--- src/tsc_pkg.sv ---
`default_nettype none
package tsc_pkg;
	localparam logic [7:0] TSC_ADDR_CTRL = 8'h0e;
	localparam logic [7:0] TSC_ADDR_CFG = 8'h0f;
	localparam logic [7:0] TSC_ADDR_RELOAD_HI = 8'h10;
	localparam logic [7:0] TSC_ADDR_RELOAD_LO = 8'h11;
	localparam logic [7:0] TSC_ADDR_COUNT_HI = 8'h12;
	localparam logic [7:0] TSC_ADDR_COUNT_LO = 8'h13;
	localparam logic [7:0] TSC_ADDR_IRQ_STATUS = 8'h40;
	localparam logic [7:0] TSC_ADDR_IRQ_CLEAR = 8'h41;
	localparam logic [7:0] TSC_ADDR_IRQ_ENABLE = 8'h42;
	localparam int TSC_CTRL_RUN_LSB = 4;
	localparam int TSC_NUM_TIMERS = 4;
	localparam int TSC_IRQ_UNDERFLOW = 0;
	localparam int TSC_IRQ_RX_HALT = 1;
	localparam int TSC_IRQ_STOPPED = 2;
	localparam int TSC_IRQ_BITS = 3;
	localparam logic [7:0] TSC_CFG_RESET = 8'h00;
	localparam logic [7:0] TSC_RELOAD_RESET = 8'h00;
	localparam logic [15:0] TSC_COUNT_RESET = 16'h0000;
	localparam logic [2:0] TSC_IRQ_RESET = 3'h0;
	localparam logic [7:0] TSC_BYTE_ZERO = 8'h00;

	typedef enum logic [1:0] {
		TSC_START_MANUAL = 2'h0,
		TSC_START_TX_END = 2'h1,
		TSC_START_TRIM_NO_UF = 2'h2,
		TSC_START_TRIM_UF = 2'h3
	} tsc_start_mode_type;

	typedef enum logic [1:0] {
		TSC_CLK_FAST = 2'h0,
		TSC_CLK_SLOW = 2'h1,
		TSC_CLK_TIMER2 = 2'h2,
		TSC_CLK_TIMER1 = 2'h3
	} tsc_clock_select_type;

	// Field order matches the register bit layout
	typedef struct packed {
		logic timer0_halt_on_receive;
		logic rsv6;
		tsc_start_mode_type timer0_start_mode;
		logic timer0_reload_on_zero;
		logic rsv2;
		tsc_clock_select_type timer0_clock_select;
	} tsc_cfg_type;

	typedef struct packed {
		logic tick_fast;
		logic tick_slow;
		logic timer1_underflow;
		logic timer2_underflow;
	} tsc_ticks_type;
endpackage : tsc_pkg
`default_nettype wire

--- src/tsc_timer_section.sv ---
// The address-and-strobe port was decided locally.
`timescale 1ns/10ps
`default_nettype none
module tsc_timer_section
	import tsc_pkg::*;
(
	// Clock and reset
	input wire logic clk,
	input wire logic rst_n,
	// Register port
	input wire logic [7:0] reg_addr,
	input wire logic [7:0] reg_wdata,
	input wire logic reg_wr,
	input wire logic reg_rd,
	output logic [7:0] reg_rdata,
	// Count sources, same clock domain, one-cycle pulses
	input wire tsc_ticks_type ticks,
	// Transceiver events, same clock domain, one-cycle pulses
	input wire logic tx_end,
	input wire logic rx_first_bits,
	// Oscillator trimming reference, asynchronous pin
	input wire logic low_freq_oscillator,
	// Timers 1 to 3 report their own stop, one-cycle pulses
	input wire logic [3:1] other_timer_stopped,
	// Status toward the other timers and the system
	output logic [3:0] timer_running,
	output logic timer0_underflow,
	output logic irq
);
	logic [3:1] other_active_flag;
	logic timer0_active_flag;
	tsc_cfg_type cfg;
	logic [7:0] timer0_reload_upper;
	logic [7:0] timer0_reload_lower;
	logic [15:0] timer0_count;
	logic [TSC_IRQ_BITS-1:0] irq_status;
	logic [TSC_IRQ_BITS-1:0] irq_enable;
	logic lfo_s1;
	logic lfo_s2;
	logic lfo_s3;

	logic ctrl_wr;
	logic sw_touch;
	logic sw_start;
	logic [15:0] timer0_reload_word;
	logic tick_sel;
	logic tick_active;
	logic at_zero;
	logic trim_mode;
	logic lfo_rise;
	logic underflow_evt;
	logic stop_rx;
	logic stop_trim;
	logic stop_uf;
	logic restart_uf;
	logic start_evt;
	logic stop_evt;
	logic load_evt;
	logic [TSC_IRQ_BITS-1:0] irq_set;
	logic [TSC_IRQ_BITS-1:0] irq_clr;
	logic [7:0] next_rdata;

	assign ctrl_wr = reg_wr && (reg_addr == TSC_ADDR_CTRL);
	assign sw_touch = ctrl_wr && reg_wdata[0];
	assign sw_start = sw_touch && reg_wdata[TSC_CTRL_RUN_LSB];
	assign timer0_reload_word = {timer0_reload_upper, timer0_reload_lower};
	assign trim_mode = cfg.timer0_start_mode[1];
	assign lfo_rise = lfo_s2 && !lfo_s3;

	// Count source for timer 0
	always_comb begin
		unique case (cfg.timer0_clock_select)
			TSC_CLK_FAST: tick_sel = ticks.tick_fast;
			TSC_CLK_SLOW: tick_sel = ticks.tick_slow;
			TSC_CLK_TIMER2: tick_sel = ticks.timer2_underflow;
			TSC_CLK_TIMER1: tick_sel = ticks.timer1_underflow;
		endcase
	end

	assign tick_active = timer0_active_flag && tick_sel;
	assign at_zero = (timer0_count == TSC_COUNT_RESET);
	// Trimming without underflow parks at zero and raises no underflow event
	assign underflow_evt = tick_active && at_zero && (cfg.timer0_start_mode != TSC_START_TRIM_NO_UF);
	assign stop_uf = underflow_evt && !cfg.timer0_reload_on_zero;
	assign restart_uf = underflow_evt && cfg.timer0_reload_on_zero;
	assign stop_rx = timer0_active_flag && rx_first_bits && cfg.timer0_halt_on_receive && !trim_mode;
	assign stop_trim = timer0_active_flag && trim_mode && lfo_rise;
	assign start_evt = !timer0_active_flag && (((cfg.timer0_start_mode == TSC_START_TX_END) && tx_end)
		|| (trim_mode && lfo_rise));
	assign stop_evt = stop_rx || stop_trim || stop_uf;
	assign load_evt = sw_start || (!sw_touch && (start_evt || restart_uf));

	// Two-stage synchroniser; the edge detector looks only past the second stage
	always_ff @(posedge clk) begin
		if (!rst_n) begin
			lfo_s1 <= 1'b0;
			lfo_s2 <= 1'b0;
			lfo_s3 <= 1'b0;
		end else begin
			lfo_s1 <= low_freq_oscillator;
			lfo_s2 <= lfo_s1;
			lfo_s3 <= lfo_s2;
		end
	end

	// Software write wins over hardware start and stop in the same cycle
	always_ff @(posedge clk) begin
		if (!rst_n) begin
			timer0_active_flag <= 1'b0;
		end else if (sw_touch) begin
			timer0_active_flag <= reg_wdata[TSC_CTRL_RUN_LSB];
		end else if (stop_evt) begin
			timer0_active_flag <= 1'b0;
		end else if (start_evt) begin
			timer0_active_flag <= 1'b1;
		end
	end

	generate
		for (genvar i = 1; i < TSC_NUM_TIMERS; i++) begin : g_other
			always_ff @(posedge clk) begin
				if (!rst_n) begin
					other_active_flag[i] <= 1'b0;
				end else if (ctrl_wr && reg_wdata[i]) begin
					other_active_flag[i] <= reg_wdata[TSC_CTRL_RUN_LSB+i];
				end else if (other_timer_stopped[i]) begin
					other_active_flag[i] <= 1'b0;
				end
			end
		end
	endgenerate

	// Reload bytes only reach the counter through load_evt
	always_ff @(posedge clk) begin
		if (!rst_n) begin
			timer0_count <= TSC_COUNT_RESET;
		end else if (load_evt) begin
			timer0_count <= timer0_reload_word;
		end else if (tick_active && !at_zero) begin
			timer0_count <= timer0_count - 16'h0001;
		end
	end

	always_ff @(posedge clk) begin
		if (!rst_n) begin
			cfg <= TSC_CFG_RESET;
			timer0_reload_upper <= TSC_RELOAD_RESET;
			timer0_reload_lower <= TSC_RELOAD_RESET;
			irq_enable <= TSC_IRQ_RESET;
		end else if (reg_wr) begin
			unique case (reg_addr)
				TSC_ADDR_CFG: begin
					cfg <= reg_wdata;
					cfg.rsv6 <= 1'b0;
					cfg.rsv2 <= 1'b0;
				end
				TSC_ADDR_RELOAD_HI: timer0_reload_upper <= reg_wdata;
				TSC_ADDR_RELOAD_LO: timer0_reload_lower <= reg_wdata;
				TSC_ADDR_IRQ_ENABLE: irq_enable <= reg_wdata[TSC_IRQ_BITS-1:0];
				default: begin
				end
			endcase
		end
	end

	assign irq_set = {stop_evt && timer0_active_flag && !sw_touch, stop_rx, underflow_evt};
	assign irq_clr = (reg_wr && (reg_addr == TSC_ADDR_IRQ_CLEAR)) ? reg_wdata[TSC_IRQ_BITS-1:0] : TSC_IRQ_RESET;

	// Set beats clear so an event in the clearing cycle is kept
	always_ff @(posedge clk) begin
		if (!rst_n) begin
			irq_status <= TSC_IRQ_RESET;
		end else begin
			irq_status <= (irq_status & ~irq_clr) | irq_set;
		end
	end

	// Output is registered, so it follows an enable write one cycle late
	always_ff @(posedge clk) begin
		if (!rst_n) begin
			irq <= 1'b0;
			timer0_underflow <= 1'b0;
		end else begin
			irq <= |((irq_status & ~irq_clr | irq_set) & irq_enable);
			timer0_underflow <= underflow_evt;
		end
	end

	assign timer_running = {other_active_flag, timer0_active_flag};

	always_comb begin
		next_rdata = TSC_BYTE_ZERO;
		unique case (reg_addr)
			TSC_ADDR_CTRL: next_rdata = {other_active_flag, timer0_active_flag, 4'h0};
			TSC_ADDR_CFG: next_rdata = {cfg.timer0_halt_on_receive, 1'b0, cfg.timer0_start_mode,
				cfg.timer0_reload_on_zero, 1'b0, cfg.timer0_clock_select};
			TSC_ADDR_RELOAD_HI: next_rdata = timer0_reload_upper;
			TSC_ADDR_RELOAD_LO: next_rdata = timer0_reload_lower;
			// Two reads of a running count are not atomic; read while stopped
			TSC_ADDR_COUNT_HI: next_rdata = timer0_count[15:8];
			TSC_ADDR_COUNT_LO: next_rdata = timer0_count[7:0];
			TSC_ADDR_IRQ_STATUS: next_rdata = {5'h00, irq_status};
			TSC_ADDR_IRQ_ENABLE: next_rdata = {5'h00, irq_enable};
			default: next_rdata = TSC_BYTE_ZERO;
		endcase
	end

	always_ff @(posedge clk) begin
		if (!rst_n) begin
			reg_rdata <= TSC_BYTE_ZERO;
		end else if (reg_rd) begin
			reg_rdata <= next_rdata;
		end else begin
			reg_rdata <= TSC_BYTE_ZERO;
		end
	end
endmodule : tsc_timer_section
`default_nettype wire

--- config.mk ---
export PLATFORM = sky130hd
export DESIGN_NAME = tsc_timer_section
export DESIGN_NICKNAME = d
export VERILOG_FILES = /design/src/tsc_pkg.sv /design/src/tsc_timer_section.sv
export SDC_FILE = /design/constraint.sdc
export NUM_CORES = 1
export LEC_CHECK = 0
export ABC_CLOCK_PERIOD_IN_PS = 1800
export BUFFER_PORTS_ARGS = -buffer_cell sky130_fd_sc_hd__buf_2
export CAP_MARGIN = 20
export CELL_PAD_IN_SITES_DETAIL_PLACEMENT = 1
export CELL_PAD_IN_SITES_GLOBAL_PLACEMENT = 1
export CORE_MARGIN = 2
export CORE_UTILIZATION = 39
export CTS_CLUSTER_DIAMETER = 120
export CTS_CLUSTER_SIZE = 25
export DETAILED_ROUTE_END_ITERATION = 12
export GPL_ROUTABILITY_DRIVEN = 1
export PLACE_DENSITY_LB_ADDON = 0.1
export RECOVER_POWER = 50
export SETUP_SLACK_MARGIN = 0.05
export SLEW_MARGIN = 20
export SYNTH_ARGS = -nofsm -noshare
export SYNTH_HDL_FRONTEND = slang
export SYNTH_SLANG_ARGS = --single-unit
--- constraint.sdc ---
create_clock -name clk -period 1.8 [get_ports clk]
set_input_delay 0.18 -clock clk [delete_from_list [all_inputs] [get_ports clk]]
set_output_delay 0.18 -clock clk [all_outputs]
set_load 0.1 [all_outputs]
==> results.sh <==
export IMPL_drt_initial_drc_count=129
export IMPL_finalHoldViolCount=0
export IMPL_ys_warn_count=0
export IMPL_clkLatencyLatePin_ps=330
export IMPL_ctsHoldBuffers=0
export IMPL_fin_crit_sh_pct=114
export IMPL_finalClockSkew_ps=7.72
export IMPL_fin_area_sq_um=3920
export IMPL_rrSetupSlack_ps=-250
export IMPL_final_common_cell="dfxtp_1"
export IMPL_ant_nets=0
export IMPL_reg2reg_from="timer0_count[6]"
export IMPL_overflow=0
export IMPL_rsz0062_at_grt="yes"
export IMPL_drive_gt1_share_pct=29.9
export IMPL_cts_buffers_inserted=9
export IMPL_dp_hpwl_microns=7050
export IMPL_end_kind="flop"
export IMPL_worst_r2r_cell_count=7
export IMPL_pin_count=44
export IMPL_syn_to_final_growth_pct=30.5
export IMPL_setup_viol=20
export IMPL_grt_antenna_before_repair=0
export IMPL_multi_input_area_sq_um=1700
export IMPL_hp_class="in -> reg"
export IMPL_grt_max_degree=49
export IMPL_drv_cap=0
export IMPL_outcome="finished, violations left"
export IMPL_period_minus_slack_ps=2050
export IMPL_cts_root_buf="clkbuf_8"
export IMPL_die_area_sq_um=8410
export IMPL_layout_setup_ws_ps=-250
export IMPL_async_flop_share_pct=0
export IMPL_syn_nets=367
export IMPL_vdd_drop_max_mv=0.377
export IMPL_synth_area_per_cell_sq_um=8.96
export IMPL_p_total_w=0.00275
export IMPL_fp_row_count=31
export IMPL_start_kind="flop"
export IMPL_syn_inst=335
export IMPL_die_w_microns=91.7
export IMPL_fp_dieH_microns=91.7
export IMPL_p_leak_nw=1.53
export IMPL_synthTopCellsByArea="dfxtp_1, mux2i_1, nor2b_1"
export IMPL_grt_pass1_wl_microns=15700
export IMPL_r2r_end="timer0_count[11]"
export IMPL_yosys_most_used_dff="dfxtp_1"
export IMPL_dr_pass1_iters=4
export IMPL_syn_area_sq_um=3000
export IMPL_violations="setup timing"
export IMPL_fill_cells=904
export IMPL_portBuffers=43
export IMPL_final_cell_mix="dfxtp_1, buf_4, buf_2, nand2_1, a21oi_1"
export IMPL_relSlewSlack_pct=64.0
export IMPL_ys_seq_elements=61
export IMPL_routedWlPerCell_microns=17.9
export IMPL_yosysSeqAreaShare_pct=40.7
export IMPL_power_density_nw_per_um2=703
export IMPL_yosysTopAreaCellShare_pct=40.7
export IMPL_place_congestion=0.863
export IMPL_finish_net_count=458
export IMPL_final_seq_area_sq_um=1220
export IMPL_required_ps=2010
export IMPL_synth_cell_types=51
export IMPL_hold_ws_ps=52.2
export IMPL_grtUsageTotal_pct=23.8
export IMPL_critPathLaunch="timer0_count[6]"
export IMPL_pre_cts_ws_ps=-280
export IMPL_routed_via_count=2878
export IMPL_path_max_fanout=20
export IMPL_clockBufferDepth=2
export IMPL_fmax_mhz=488
export IMPL_worst_hold_startpoint="low_freq_oscillator"
export IMPL_worst_ep_arrival_time_ps=2260
export IMPL_synth_edff_count=0
export IMPL_num_antenna_cells=0
export IMPL_start_util_pct=40.7
export IMPL_routed_wl_microns=9470
export IMPL_crit_type="reg -> reg"
export IMPL_cts_htree_levels=3
export IMPL_slew_viol_final=0
export IMPL_via_per_inst=5.43
export IMPL_place_area_sq_um=3670
export IMPL_holdPathStages=2
export IMPL_drc_errors=0
export IMPL_grt_pass1_vias=3017
export IMPL_tightestPinTransition_ps=543
export IMPL_tritoncts="done"
export IMPL_coreArea_sq_um=7370
export IMPL_numClockSinks=61
export IMPL_hold_path_end="lfo_s1"
export IMPL_cts_clk_slew_worst_paths_ps=70
export IMPL_synth_top_area_cell="dfxtp_1"
-- repair_timing --
item / in CTS / in global routing
buffers inserted: 1 / 0
setup endpoints to repair: 20 / 22
gates cloned: 0 / 0
gates resized for setup: 6 / 4
pin swaps: 5 / 2
-- power breakdown --
part	total [W]	leakage (nW)	switching, W	internal, W
sequential	0.00136	0.492	0.00000232	0.00135
clock	0.00124	0.0995	0.000561	0.000680
combinational	0.000157	0.937	0.0000878	0.0000694
-- worst max-delay path, cell delays in order (launching register included) --
cell      delay (ps)
dfxtp_2          320
or4_4            530
nand4b_4         240
nor4b_2          310
o22ai_2          100
buf_4            210
o21ai_0          160
a21oi_1           50
-- sequential cells by signal, summed over array words and instances, names as in the netlist --
register and count:
timer0_reload_lower 8, reg_rdata 8, timer0_count 16, lfo_s3 1, timer0_reload_upper 8, irq 1, timer0_underflow 1, cfg 6
irq_status 3, lfo_s2 1, irq_enable 3, timer0_active_flag 1, lfo_s1 1, timer_running 3
-- stage by stage --
| step | utilization, % | TNS (ps) | instances |
|---|---|---|---|
| after floorplan | - | -2550 | 335 |
| after global placement | 49.8 | -3710 | 513 |
| after detailed placement | 49.8 | -4630 | 513 |
| after CTS | 53.0 | -4240 | 530 |
| after global routing | 53.2 | -5960 | 530 |
| final | 53.2 | -3960 | 530 |
-- cell usage after synthesis, types with 5 or more instances --
cell type	instances
a21boi_0	13
nor3_1	8
xnor2_1	13
nor2b_1	20
clkbuf_1	13
inv_1	8
and2_1	9
a21oi_1	23
dfxtp_1	61
a22oi_1	8
nand3_1	14
nand4_1	5
a222oi_1	8
nor2_1	12
mux2i_1	19
o21ai_0	17
nand3b_1	5
nand2_1	27
-- metal layers --
metal / track usage (%) / vias up / share of wire, %
met1: 31.4 / 1394 / 47
met5: 0 / - / 0
met3: 3.12 / 13 / 4.0
met4: 7.96 / 0 / 1.6
met2: 40.3 / 61 / 47
li1: - / 1410 / -
-- logic make-up (layout without fill, tap and decap cells) --
family / Yosys count / count (layout) / synth area share (%)
buf+inv: 26 / 122 / 3.92
flops: 61 / 61 / 40.7
fa+ha+maj: 2 / 2 / 0.834
simple gates: 125 / 125 / 24.4
mux: 21 / 21 / 7.09
compound gates: 86 / 86 / 19.0
xor+xnor: 14 / 14 / 4.09
-- worst max-delay path by stage --
stage | endpoint | slack (ps) | cells after the start
after floorplan | timer0_count[0] | -190 | 6
after global placement | irq | -210 | 7
after detailed placement | irq | -280 | 7
after CTS | irq | -280 | 7
after global routing | irq | -380 | 7
final | timer0_count[11] | -250 | 7
-- area by class of cell --
cell class | instances | share of cell area [%]
tap | 99 | 3.16
inverter | 8 | 0.767
clock inverter | 5 | 1.53
sequential | 61 | 31.2
timing repair buffer | 98 | 16.3
clock buffer | 11 | 3.61
multi-input combinational | 248 | 43.5
Power figures use the tool's default switching activity.
